$ cat src/design/durs_map.vh
// Purpose: Offsets, fields and reset values of the channel register select block
// Assumes: Three address lines, 8-bit data
// Notes:   Definitions only
`ifndef DURS_MAP_VH
`define DURS_MAP_VH
`define DURS_OFF_DATA      3'h0
`define DURS_OFF_IRQ_EN    3'h1
`define DURS_OFF_IDENT     3'h2
`define DURS_OFF_LINE_CTL  3'h3
`define DURS_OFF_MODEM_CTL 3'h4
`define DURS_OFF_LINE_STS  3'h5
`define DURS_OFF_MODEM_STS 3'h6
`define DURS_OFF_SCRATCH   3'h7
`define DURS_ENH_KEY       8'hbf
`define DURS_BIT_DIV_ACC   7
`define DURS_BIT_ENH_EN    4
`define DURS_BIT_THR_ACC   6
`define DURS_BIT_RDY_EN    2
`define DURS_BIT_LOOP      4
`define DURS_BIT_PRESCALE  7
`define DURS_MASK_IER_ENH  8'hf0
`define DURS_MASK_FCR_ENH  8'h30
`define DURS_MASK_MCR_ENH  8'he0
`define DURS_RST_LINE_CTL  8'h00
`define DURS_RST_MODEM_CTL 8'h00
`define DURS_RST_BYTE      8'h00
`define DURS_RST_DIV_LOW   8'h01
`endif

$ cat src/design/durs_regsel.v
// Purpose: Register select and access gating for one channel of a dual UART
// Assumes: Strobes active low, synchronous to clock_in; one access per strobe
// Notes:   Reads return data one clock after the strobe falls; writes take effect on the strobe's first cycle
`timescale 1ns/1ps
`include "durs_map.vh"
module durs_regsel (
    input  wire       clock_in,
    input  wire       rst_b_in,
    input  wire [2:0] addr_in,
    input  wire [7:0] wdata_in,
    input  wire       rd_b_in,
    input  wire       wr_b_in,
    input  wire       chan_sel_b_in,
    input  wire       channel_a_select_b_in,
    input  wire       channel_b_select_b_in,
    input  wire [7:0] rx_holding_in,
    input  wire [7:0] irq_ident_in,
    input  wire [7:0] line_status_in,
    input  wire [7:0] modem_status_in,
    input  wire [1:0] rx_ready_in,
    input  wire [1:0] tx_ready_in,
    output reg  [7:0] rdata_out,
    output reg        tx_holding_we_out,
    output reg  [7:0] tx_holding_out,
    output reg        rx_holding_re_out,
    output reg        fifo_control_we_out,
    output reg  [7:0] fifo_control_out,
    output reg  [7:0] irq_enable_out,
    output reg  [7:0] line_control_out,
    output reg  [7:0] modem_control_out,
    output reg  [15:0] divisor_out,
    output reg  [7:0] enhanced_features_out,
    output reg  [7:0] resume_char_one_out,
    output reg  [7:0] resume_char_two_out,
    output reg  [7:0] pause_char_one_out,
    output reg  [7:0] pause_char_two_out,
    output reg  [7:0] flow_threshold_out,
    output reg  [7:0] fifo_trigger_level_out
);
    // Register selector codes
    localparam SEL_NONE    = 4'h0;
    localparam SEL_DATA    = 4'h1;
    localparam SEL_IRQ_EN  = 4'h2;
    localparam SEL_IDENT   = 4'h3;
    localparam SEL_LCR     = 4'h4;
    localparam SEL_MCR     = 4'h5;
    localparam SEL_LSR     = 4'h6;
    localparam SEL_MSR     = 4'h7;
    localparam SEL_SCRATCH = 4'h8;
    localparam SEL_DIV_LO  = 4'h9;
    localparam SEL_DIV_HI  = 4'ha;
    localparam SEL_EFR     = 4'hb;
    localparam SEL_RESUME_CHAR_ONE    = 4'hc;
    localparam SEL_RESUME_CHAR_TWO    = 4'hd;
    localparam SEL_PAUSE_CHAR_ONE   = 4'he;
    localparam SEL_PAUSE_CHAR_TWO   = 4'hf;

    // Held registers
    reg  [7:0] ier_q;          // Interrupt enable
    reg  [7:0] fcr_q;          // Last FIFO control value
    reg  [7:0] lcr_q;          // Line control
    reg  [7:0] mcr_q;          // Modem control
    reg  [7:0] scratch_q;      // Scratch byte
    reg  [7:0] div_lo_q;       // Divisor low byte
    reg  [7:0] div_hi_q;       // Divisor bits 15..8
    reg  [7:0] efr_q;          // Enhanced features
    reg  [7:0] flow_char_q [0:3]; // Resume one, two, pause one, two
    reg  [7:0] thresh_q;       // Flow threshold
    reg  [7:0] trig_q;         // FIFO trigger level
    reg        rd_prev_q;      // Read strobe last cycle, for edge
    reg        wr_prev_q;      // Write strobe last cycle, for edge

    // Decoded access conditions
    wire       enh_en      = efr_q[`DURS_BIT_ENH_EN];
    wire       div_access  = lcr_q[`DURS_BIT_DIV_ACC];
    wire       enh_set     = (lcr_q == `DURS_ENH_KEY);
    wire       thr_access  = enh_en & mcr_q[`DURS_BIT_THR_ACC];
    wire       rdy_access  = ~channel_a_select_b_in & ~channel_b_select_b_in &
                             mcr_q[`DURS_BIT_RDY_EN] & ~mcr_q[`DURS_BIT_LOOP];
    wire       rd_pulse    = ~chan_sel_b_in & ~rd_b_in & rd_prev_q;
    wire       wr_pulse    = ~chan_sel_b_in & ~wr_b_in & wr_prev_q;
    wire       rdy_read    = rdy_access & (addr_in == `DURS_OFF_SCRATCH);
    wire [7:0] rdy_summary = {2'h0, rx_ready_in, 2'h0, tx_ready_in};

    // Guarded write values
    wire [7:0] ier_wr;
    wire [7:0] fcr_wr;
    wire [7:0] mcr_wr;

    reg  [3:0] sel;            // Chosen normal/enhanced/divisor register
    reg        sel_thresh;     // Flow threshold chosen
    reg        sel_trig;       // Trigger level chosen

    // Protect enhanced bits of interrupt enable
    durs_guard u_ier_guard (
        .old_in     (ier_q),
        .new_in     (wdata_in),
        .mask_in    (`DURS_MASK_IER_ENH),
        .enh_in     (enh_en),
        .merged_out (ier_wr)
    );
    // Transmit trigger field is an enhanced function
    durs_guard u_fcr_guard (
        .old_in     (fcr_q),
        .new_in     (wdata_in),
        .mask_in    (`DURS_MASK_FCR_ENH),
        .enh_in     (enh_en),
        .merged_out (fcr_wr)
    );
    // Prescaler and other enhanced modem control bits
    durs_guard u_mcr_guard (
        .old_in     (mcr_q),
        .new_in     (wdata_in),
        .mask_in    (`DURS_MASK_MCR_ENH),
        .enh_in     (enh_en),
        .merged_out (mcr_wr)
    );

    // Address decode with precedence; ready summary handled at read mux
    always @* begin
        sel_thresh = 1'b0;
        sel_trig   = 1'b0;
        sel        = SEL_NONE;
        if (thr_access && addr_in == `DURS_OFF_MODEM_STS) begin
            sel_thresh = 1'b1;
        end else if (thr_access && addr_in == `DURS_OFF_SCRATCH) begin
            sel_trig = 1'b1;
        end else if (enh_set && addr_in != `DURS_OFF_DATA && addr_in != `DURS_OFF_IRQ_EN
                     && addr_in != `DURS_OFF_LINE_CTL) begin
            case (addr_in)
                `DURS_OFF_IDENT:     sel = SEL_EFR;
                `DURS_OFF_MODEM_CTL: sel = SEL_RESUME_CHAR_ONE;
                `DURS_OFF_LINE_STS:  sel = SEL_RESUME_CHAR_TWO;
                `DURS_OFF_MODEM_STS: sel = SEL_PAUSE_CHAR_ONE;
                default:             sel = SEL_PAUSE_CHAR_TWO;
            endcase
        end else if (div_access && addr_in == `DURS_OFF_DATA) begin
            sel = SEL_DIV_LO;
        end else if (div_access && addr_in == `DURS_OFF_IRQ_EN) begin
            sel = SEL_DIV_HI;
        end else begin
            // Normal set
            case (addr_in)
                `DURS_OFF_DATA:      sel = SEL_DATA;
                `DURS_OFF_IRQ_EN:    sel = SEL_IRQ_EN;
                `DURS_OFF_IDENT:     sel = SEL_IDENT;
                `DURS_OFF_LINE_CTL:  sel = SEL_LCR;
                `DURS_OFF_MODEM_CTL: sel = SEL_MCR;
                `DURS_OFF_LINE_STS:  sel = SEL_LSR;
                `DURS_OFF_MODEM_STS: sel = SEL_MSR;
                default:             sel = SEL_SCRATCH;
            endcase
        end
    end

    // Register writes and strobe edge tracking
    always @(posedge clock_in or negedge rst_b_in) begin
        if (!rst_b_in) begin
            ier_q          <= `DURS_RST_BYTE;
            fcr_q          <= `DURS_RST_BYTE;
            lcr_q          <= `DURS_RST_LINE_CTL;
            mcr_q          <= `DURS_RST_MODEM_CTL;
            scratch_q      <= `DURS_RST_BYTE;
            div_lo_q       <= `DURS_RST_DIV_LOW;
            div_hi_q       <= `DURS_RST_BYTE;
            efr_q          <= `DURS_RST_BYTE;
            flow_char_q[0] <= `DURS_RST_BYTE;
            flow_char_q[1] <= `DURS_RST_BYTE;
            flow_char_q[2] <= `DURS_RST_BYTE;
            flow_char_q[3] <= `DURS_RST_BYTE;
            thresh_q       <= `DURS_RST_BYTE;
            trig_q         <= `DURS_RST_BYTE;
            rd_prev_q      <= 1'b1;
            wr_prev_q      <= 1'b1;
        end else begin
            rd_prev_q <= rd_b_in;
            wr_prev_q <= wr_b_in;
            if (wr_pulse) begin
                if (sel_thresh) begin
                    thresh_q <= wdata_in;
                end else if (sel_trig) begin
                    trig_q <= wdata_in;
                end else begin
                    case (sel)
                        SEL_IRQ_EN:  ier_q <= ier_wr;
                        SEL_IDENT:   fcr_q <= fcr_wr;
                        SEL_LCR:     lcr_q <= wdata_in;
                        SEL_MCR:     mcr_q <= mcr_wr;
                        SEL_SCRATCH: scratch_q <= wdata_in;
                        SEL_DIV_LO:  div_lo_q <= wdata_in;
                        SEL_DIV_HI:  div_hi_q <= wdata_in;
                        SEL_EFR:     efr_q <= wdata_in;
                        SEL_RESUME_CHAR_ONE:    flow_char_q[0] <= wdata_in;
                        SEL_RESUME_CHAR_TWO:    flow_char_q[1] <= wdata_in;
                        SEL_PAUSE_CHAR_ONE:   flow_char_q[2] <= wdata_in;
                        SEL_PAUSE_CHAR_TWO:   flow_char_q[3] <= wdata_in;
                        // Status offsets and data take no stored write
                        default:     ier_q <= ier_q;
                    endcase
                end
            end
        end
    end

    // Read data, strobes and register copies to the channel
    always @(posedge clock_in or negedge rst_b_in) begin
        if (!rst_b_in) begin
            rdata_out              <= `DURS_RST_BYTE;
            tx_holding_we_out      <= 1'b0;
            tx_holding_out         <= `DURS_RST_BYTE;
            rx_holding_re_out      <= 1'b0;
            fifo_control_we_out    <= 1'b0;
            fifo_control_out       <= `DURS_RST_BYTE;
            irq_enable_out         <= `DURS_RST_BYTE;
            line_control_out       <= `DURS_RST_LINE_CTL;
            modem_control_out      <= `DURS_RST_MODEM_CTL;
            divisor_out            <= {`DURS_RST_BYTE, `DURS_RST_DIV_LOW};
            enhanced_features_out  <= `DURS_RST_BYTE;
            resume_char_one_out    <= `DURS_RST_BYTE;
            resume_char_two_out    <= `DURS_RST_BYTE;
            pause_char_one_out     <= `DURS_RST_BYTE;
            pause_char_two_out     <= `DURS_RST_BYTE;
            flow_threshold_out     <= `DURS_RST_BYTE;
            fifo_trigger_level_out <= `DURS_RST_BYTE;
        end else begin
            // Single-cycle strobes toward the transmit and receive paths
            tx_holding_we_out   <= wr_pulse & (sel == SEL_DATA) & ~sel_thresh & ~sel_trig;
            rx_holding_re_out   <= rd_pulse & (sel == SEL_DATA) & ~sel_thresh & ~sel_trig & ~rdy_read;
            fifo_control_we_out <= wr_pulse & (sel == SEL_IDENT) & ~sel_thresh & ~sel_trig;
            if (wr_pulse && sel == SEL_DATA && !sel_thresh && !sel_trig) begin
                tx_holding_out <= wdata_in;
            end
            if (wr_pulse && sel == SEL_IDENT && !sel_thresh && !sel_trig) begin
                fifo_control_out <= fcr_wr;
            end
            // Mirrors lag the holding registers by one clock
            irq_enable_out         <= ier_q;
            line_control_out       <= lcr_q;
            modem_control_out      <= mcr_q;
            divisor_out            <= {div_hi_q, div_lo_q};
            enhanced_features_out  <= efr_q;
            resume_char_one_out    <= flow_char_q[0];
            resume_char_two_out    <= flow_char_q[1];
            pause_char_one_out     <= flow_char_q[2];
            pause_char_two_out     <= flow_char_q[3];
            flow_threshold_out     <= thresh_q;
            fifo_trigger_level_out <= trig_q;
            // Read mux, captured on the strobe's falling edge
            if (rd_pulse) begin
                if (rdy_read) begin
                    rdata_out <= rdy_summary;
                end else if (sel_thresh) begin
                    rdata_out <= thresh_q;
                end else if (sel_trig) begin
                    rdata_out <= trig_q;
                end else begin
                    case (sel)
                        SEL_DATA:    rdata_out <= rx_holding_in;
                        SEL_IRQ_EN:  rdata_out <= ier_q;
                        SEL_IDENT:   rdata_out <= irq_ident_in;
                        SEL_LCR:     rdata_out <= lcr_q;
                        SEL_MCR:     rdata_out <= mcr_q;
                        SEL_LSR:     rdata_out <= line_status_in;
                        SEL_MSR:     rdata_out <= modem_status_in;
                        SEL_SCRATCH: rdata_out <= scratch_q;
                        SEL_DIV_LO:  rdata_out <= div_lo_q;
                        SEL_DIV_HI:  rdata_out <= div_hi_q;
                        SEL_EFR:     rdata_out <= efr_q;
                        SEL_RESUME_CHAR_ONE:    rdata_out <= flow_char_q[0];
                        SEL_RESUME_CHAR_TWO:    rdata_out <= flow_char_q[1];
                        SEL_PAUSE_CHAR_ONE:   rdata_out <= flow_char_q[2];
                        SEL_PAUSE_CHAR_TWO:   rdata_out <= flow_char_q[3];
                        default:     rdata_out <= `DURS_RST_BYTE;
                    endcase
                end
            end
        end
    end
endmodule

$ cat src/design/durs_guard.v
// Purpose: Merge a written byte with protected enhanced bits
// Assumes: Mask marks the bits that need the enhanced enable
// Notes:   Pure combinational helper
`timescale 1ns/1ps
module durs_guard (
    input  wire [7:0] old_in,
    input  wire [7:0] new_in,
    input  wire [7:0] mask_in,
    input  wire       enh_in,
    output wire [7:0] merged_out
);
    // Protected bits keep their old value unless enhanced mode is on
    assign merged_out = enh_in ? new_in : ((new_in & ~mask_in) | (old_in & mask_in));
endmodule

$ cat config.mk
export PLATFORM = sky130hd
export DESIGN_NAME = durs_regsel
export DESIGN_NICKNAME = d
export VERILOG_FILES = /design/src/design/durs_regsel.v /design/src/design/durs_guard.v
export VERILOG_INCLUDE_DIRS = /design/src /design/src/design
export SDC_FILE = /design/constraint.sdc
export NUM_CORES = 1
export LEC_CHECK = 0
export ABC_AREA = 1
export BUFFER_PORTS_ARGS = -buffer_cell sky130_fd_sc_hd__buf_4
export CAP_MARGIN = 15
export CORE_MARGIN = 2
export CORE_UTILIZATION = 35
export CTS_CLUSTER_SIZE = 25
export DETAILED_ROUTE_END_ITERATION = 6
export SETUP_SLACK_MARGIN = 0.5
export SLEW_MARGIN = 20
export SYNTH_ARGS = -nofsm -noshare
export SYNTH_HDL_FRONTEND = slang
export SYNTH_SLANG_ARGS = --single-unit
$ cat constraint.sdc
create_clock -name clock_in -period 2.2 [get_ports clock_in]
set_input_delay 0.44 -clock clock_in [delete_from_list [all_inputs] [get_ports clock_in]]
set_output_delay 0.44 -clock clock_in [all_outputs]
set_load 0.03 [all_outputs]
==> impl_metrics.py <==
metrics = {
    "global_routing": {
        "antenna_found_initial": 1,
        "grt_start_max_net_pins": 86,
        "grt_remaining_overflow": 0,
        "grt_pass1_wl_mm": 43.22,
        "grt_pass1_vias": 7421,
        "grt_use_total_pct": 20.96,
    },
    "floorplan": {
        "start_util_pct": 35.68,
        "die_width_um": 164.5,
        "die_y_um": 164.5,
        "boundaryPins": 177,
        "core_area_um2": 25250,
        "num_rows": 58,
        "floorplan.die_area_um2": 27050,
    },
    "job": {
        "drv_cap": 0,
    },
    "finish": {
        "largest_register": "flow_char_q",
        "stdcell_count": 1523,
        "nets": 1229,
        "diodes": 0,
        "area_delta_synth_final_pct": 47.83,
        "largest_reg_flops": 32,
        "reg.largest.list": "flow_char_q (32), divisor_out (16)",
        "drive_gt1_share_pct": 43.42,
        "final_util_pct": 52.75,
    },
    "min_path": {
        "hold_start": "rd_b_in",
        "hold_end": "rd_prev_q",
        "hold_path.class": "input port to flip-flop",
        "holdPathStages": 1,
    },
    "synthesis": {
        "ys_async_sr_fraction_pct": 100.0,
        "synth_area_um2": 9011,
        "synth_seq_cells": 231,
        "ys_top_cells_by_area": "dfrtp_1 (63%), nand2_1 (10%), nand3_1 (5.4%)",
        "synth_seq_area_share_pct": 64.20,
        "syn_nets": 950,
        "synth_area_per_cell_um2": 10.06,
        "synth_largest_area_cell": "dfrtp_1",
        "yosysMostFrequentCell": "nand2_1",
        "synth_commonest_cells": "nand2_1 (241), dfrtp_1 (227), nand3_1 (98)",
        "synth.distinct_cells": 32,
        "netlist_instances": 896,
        "synth_top_area_share_pct": 63.04,
        "yosys_warnings": 0,
        "synth-edff-count": 0,
        "ys.flop_type": "dfrtp_1",
    },
    "clock_tree": {
        "cts.sinks": 231,
        "cts_buffers": 24,
        "cts.clk_slew.worst_paths_ns": 0.06,
        "cts_tree": "done",
        "cts_root_buf": "clkbuf_16",
        "clk_path_buf_depth": 3,
        "htreeDepth": 1,
        "clk_latency_ns": 0.52,
    },
    "route": {
        "antenna_left": 0,
        "drtIter0Drc": 579,
        "vias": 7651,
        "viasPerCell": 5.024,
        "avgRoutedWirePerCell_um": 19.21,
        "first_pass_iters": 5,
        "routed_wirelength_mm": 29.26,
        "drc": 0,
    },
    "timing": {
        "skew_ns": 0.01728,
        "clock.fmax_mhz": 465.3,
        "period_minus_slack_ns": 2.149,
        "setup_viol": 0,
        "finalHoldViolCount": 0,
        "rsz0062_at_grt": "true",
        "slew_headroom_pct": 69.64,
        "final.period_utilization_pct": 97.68,
        "maxSlewViolCount": 0,
        "tightest_slew_ns": 0.4554,
    },
    "power": {
        "p_leak_nw": 6.636,
        "vdd_drop_max_mv": 0.3925,
        "power_density_nw_per_um2": 801.9,
    },
    "critical_path": {
        "start_kind": "flip-flop",
        "path_max_fanout": 6,
        "crit_arrival_ns": 2.55,
        "critPathKind": "flip-flop to flip-flop",
        "reg2reg_from": "lcr_q[6]",
        "r2r_end": "rdata_out[1]",
        "reg2regPathDepth": 18,
        "r2r_slack_ns": 0.05,
        "critPathCaptureType": "flip-flop",
        "cp.required_ns": 2.60,
    },
    "placed_design": {
        "routabilityCongestion": 0.8578,
        "dp_hpwl_mm": 18.63,
        "post-place-cells": 1412,
        "portBuffers": 176,
    },
    "status": {
        "status": "completed",
    },
}
[placed cells by master (no fill, tap or decap), drive strengths merged]
cell type,n
dlygate4sd3,1
nand3,113
dfstp,4
nor4,1
a32oi,8
clkbuf,43
o21ai,127
dfrtp,227
nor2,49
a21oi,4
nand4,12
o211ai,2
buf,278
bufinv,1
nand2,254
inv,54
clkinv,4
nor3,11
[logic make-up after synthesis]
group / after synthesis / share of synthesized area [%]
flip-flops: 231 / 64.20
AND/OR/NAND/NOR: 429 / 22.42
AO/OA/AOI/OAI: 141 / 8.678
buffers and inverters: 95 / 4.693
[power breakdown]
part	total [mW]	switching (mW)	internal [mW]
registers	4.80	0.229	4.57
logic	1.81	1.11	0.695
clock network	4.08	1.64	2.44
[cell type report]
class	instances	area [um2]
clock buffer	41	755.7
clock inverter	3	40.04
fill	2232	11930
inverter	56	224.0
multi-input combinational	581	3655
sequential	231	5787
tap	330	412.9
timing repair buffer	281	2447
[worst max path at each step]
| stage | startpoint | depth (start not counted) | slack (ns) | to |
|---|---|---|---|---|
| after global routing | lcr_q[6] | 18 | -0.08 | rdata_out[1] |
| after floorplan | lcr_q[6] | 15 | 0.34 | tx_holding_out[6] |
| after CTS | lcr_q[6] | 16 | 0.09 | rdata_out[6] |
| after global placement | addr_in[2] | 17 | -0.13 | rdata_out[2] |
| after detailed placement | addr_in[2] | 17 | -0.16 | rdata_out[2] |
| final | lcr_q[6] | 18 | 0.05 | rdata_out[1] |
[routing by layer]
metal / share of wire [%] / vias to the layer above / global-route usage [%]
met3: 7.0 / 54 / 3.767
met4: 2.3 / 2 / 5.375
met5: 0.041 / - / 0
li1: - / 3564 / -
met1: 43 / 3754 / 30.03
met2: 47 / 277 / 33.13
[worst max-delay path, cell delays in order, from the launching register on]
cell     delay, ns
dfrtp_1       0.37
inv_1         0.06
nand2_2       0.06
nor2_4        0.22
nand3_4       0.13
nand2_4       0.11
nand2_4       0.08
nor2_4        0.14
nor2_4        0.06
buf_6         0.13
buf_6         0.12
nand3_2       0.05
nand2_1       0.05
inv_1         0.05
nand2_1       0.05
nor2_2        0.17
nand3_2       0.09
nand2_2       0.06
nand2_1       0.04
[through the flow]
step	instance area, um2	worst slack [ns]	setup TNS (ns)	hold WS (ns)	power (mW)
floorplan	9165	0.3372	0	0.1444	5.629
global route	13320	-0.07776	-0.4401	0.02743	11.13
finish	13320	0.05097	0	0.04908	10.68
detailed placement	11140	-0.1637	-0.8221	0.3376	6.433
global placement	11140	-0.1309	-0.5525	0.3421	6.423
CTS	12670	0.09428	0	0.03273	10.63
[timing repair]
item / CTS / global route
buffers inserted: 31 / 21
gates cloned: 6 / 8
pin swaps: 50 / 67
endpoints found under the setup margin: 114 / 120
hold buffers: 1 / 0
hold endpoints to repair: 35 / 0
resized for setup: 103 / 130
Note: power is estimated with default switching activity, not from simulation.
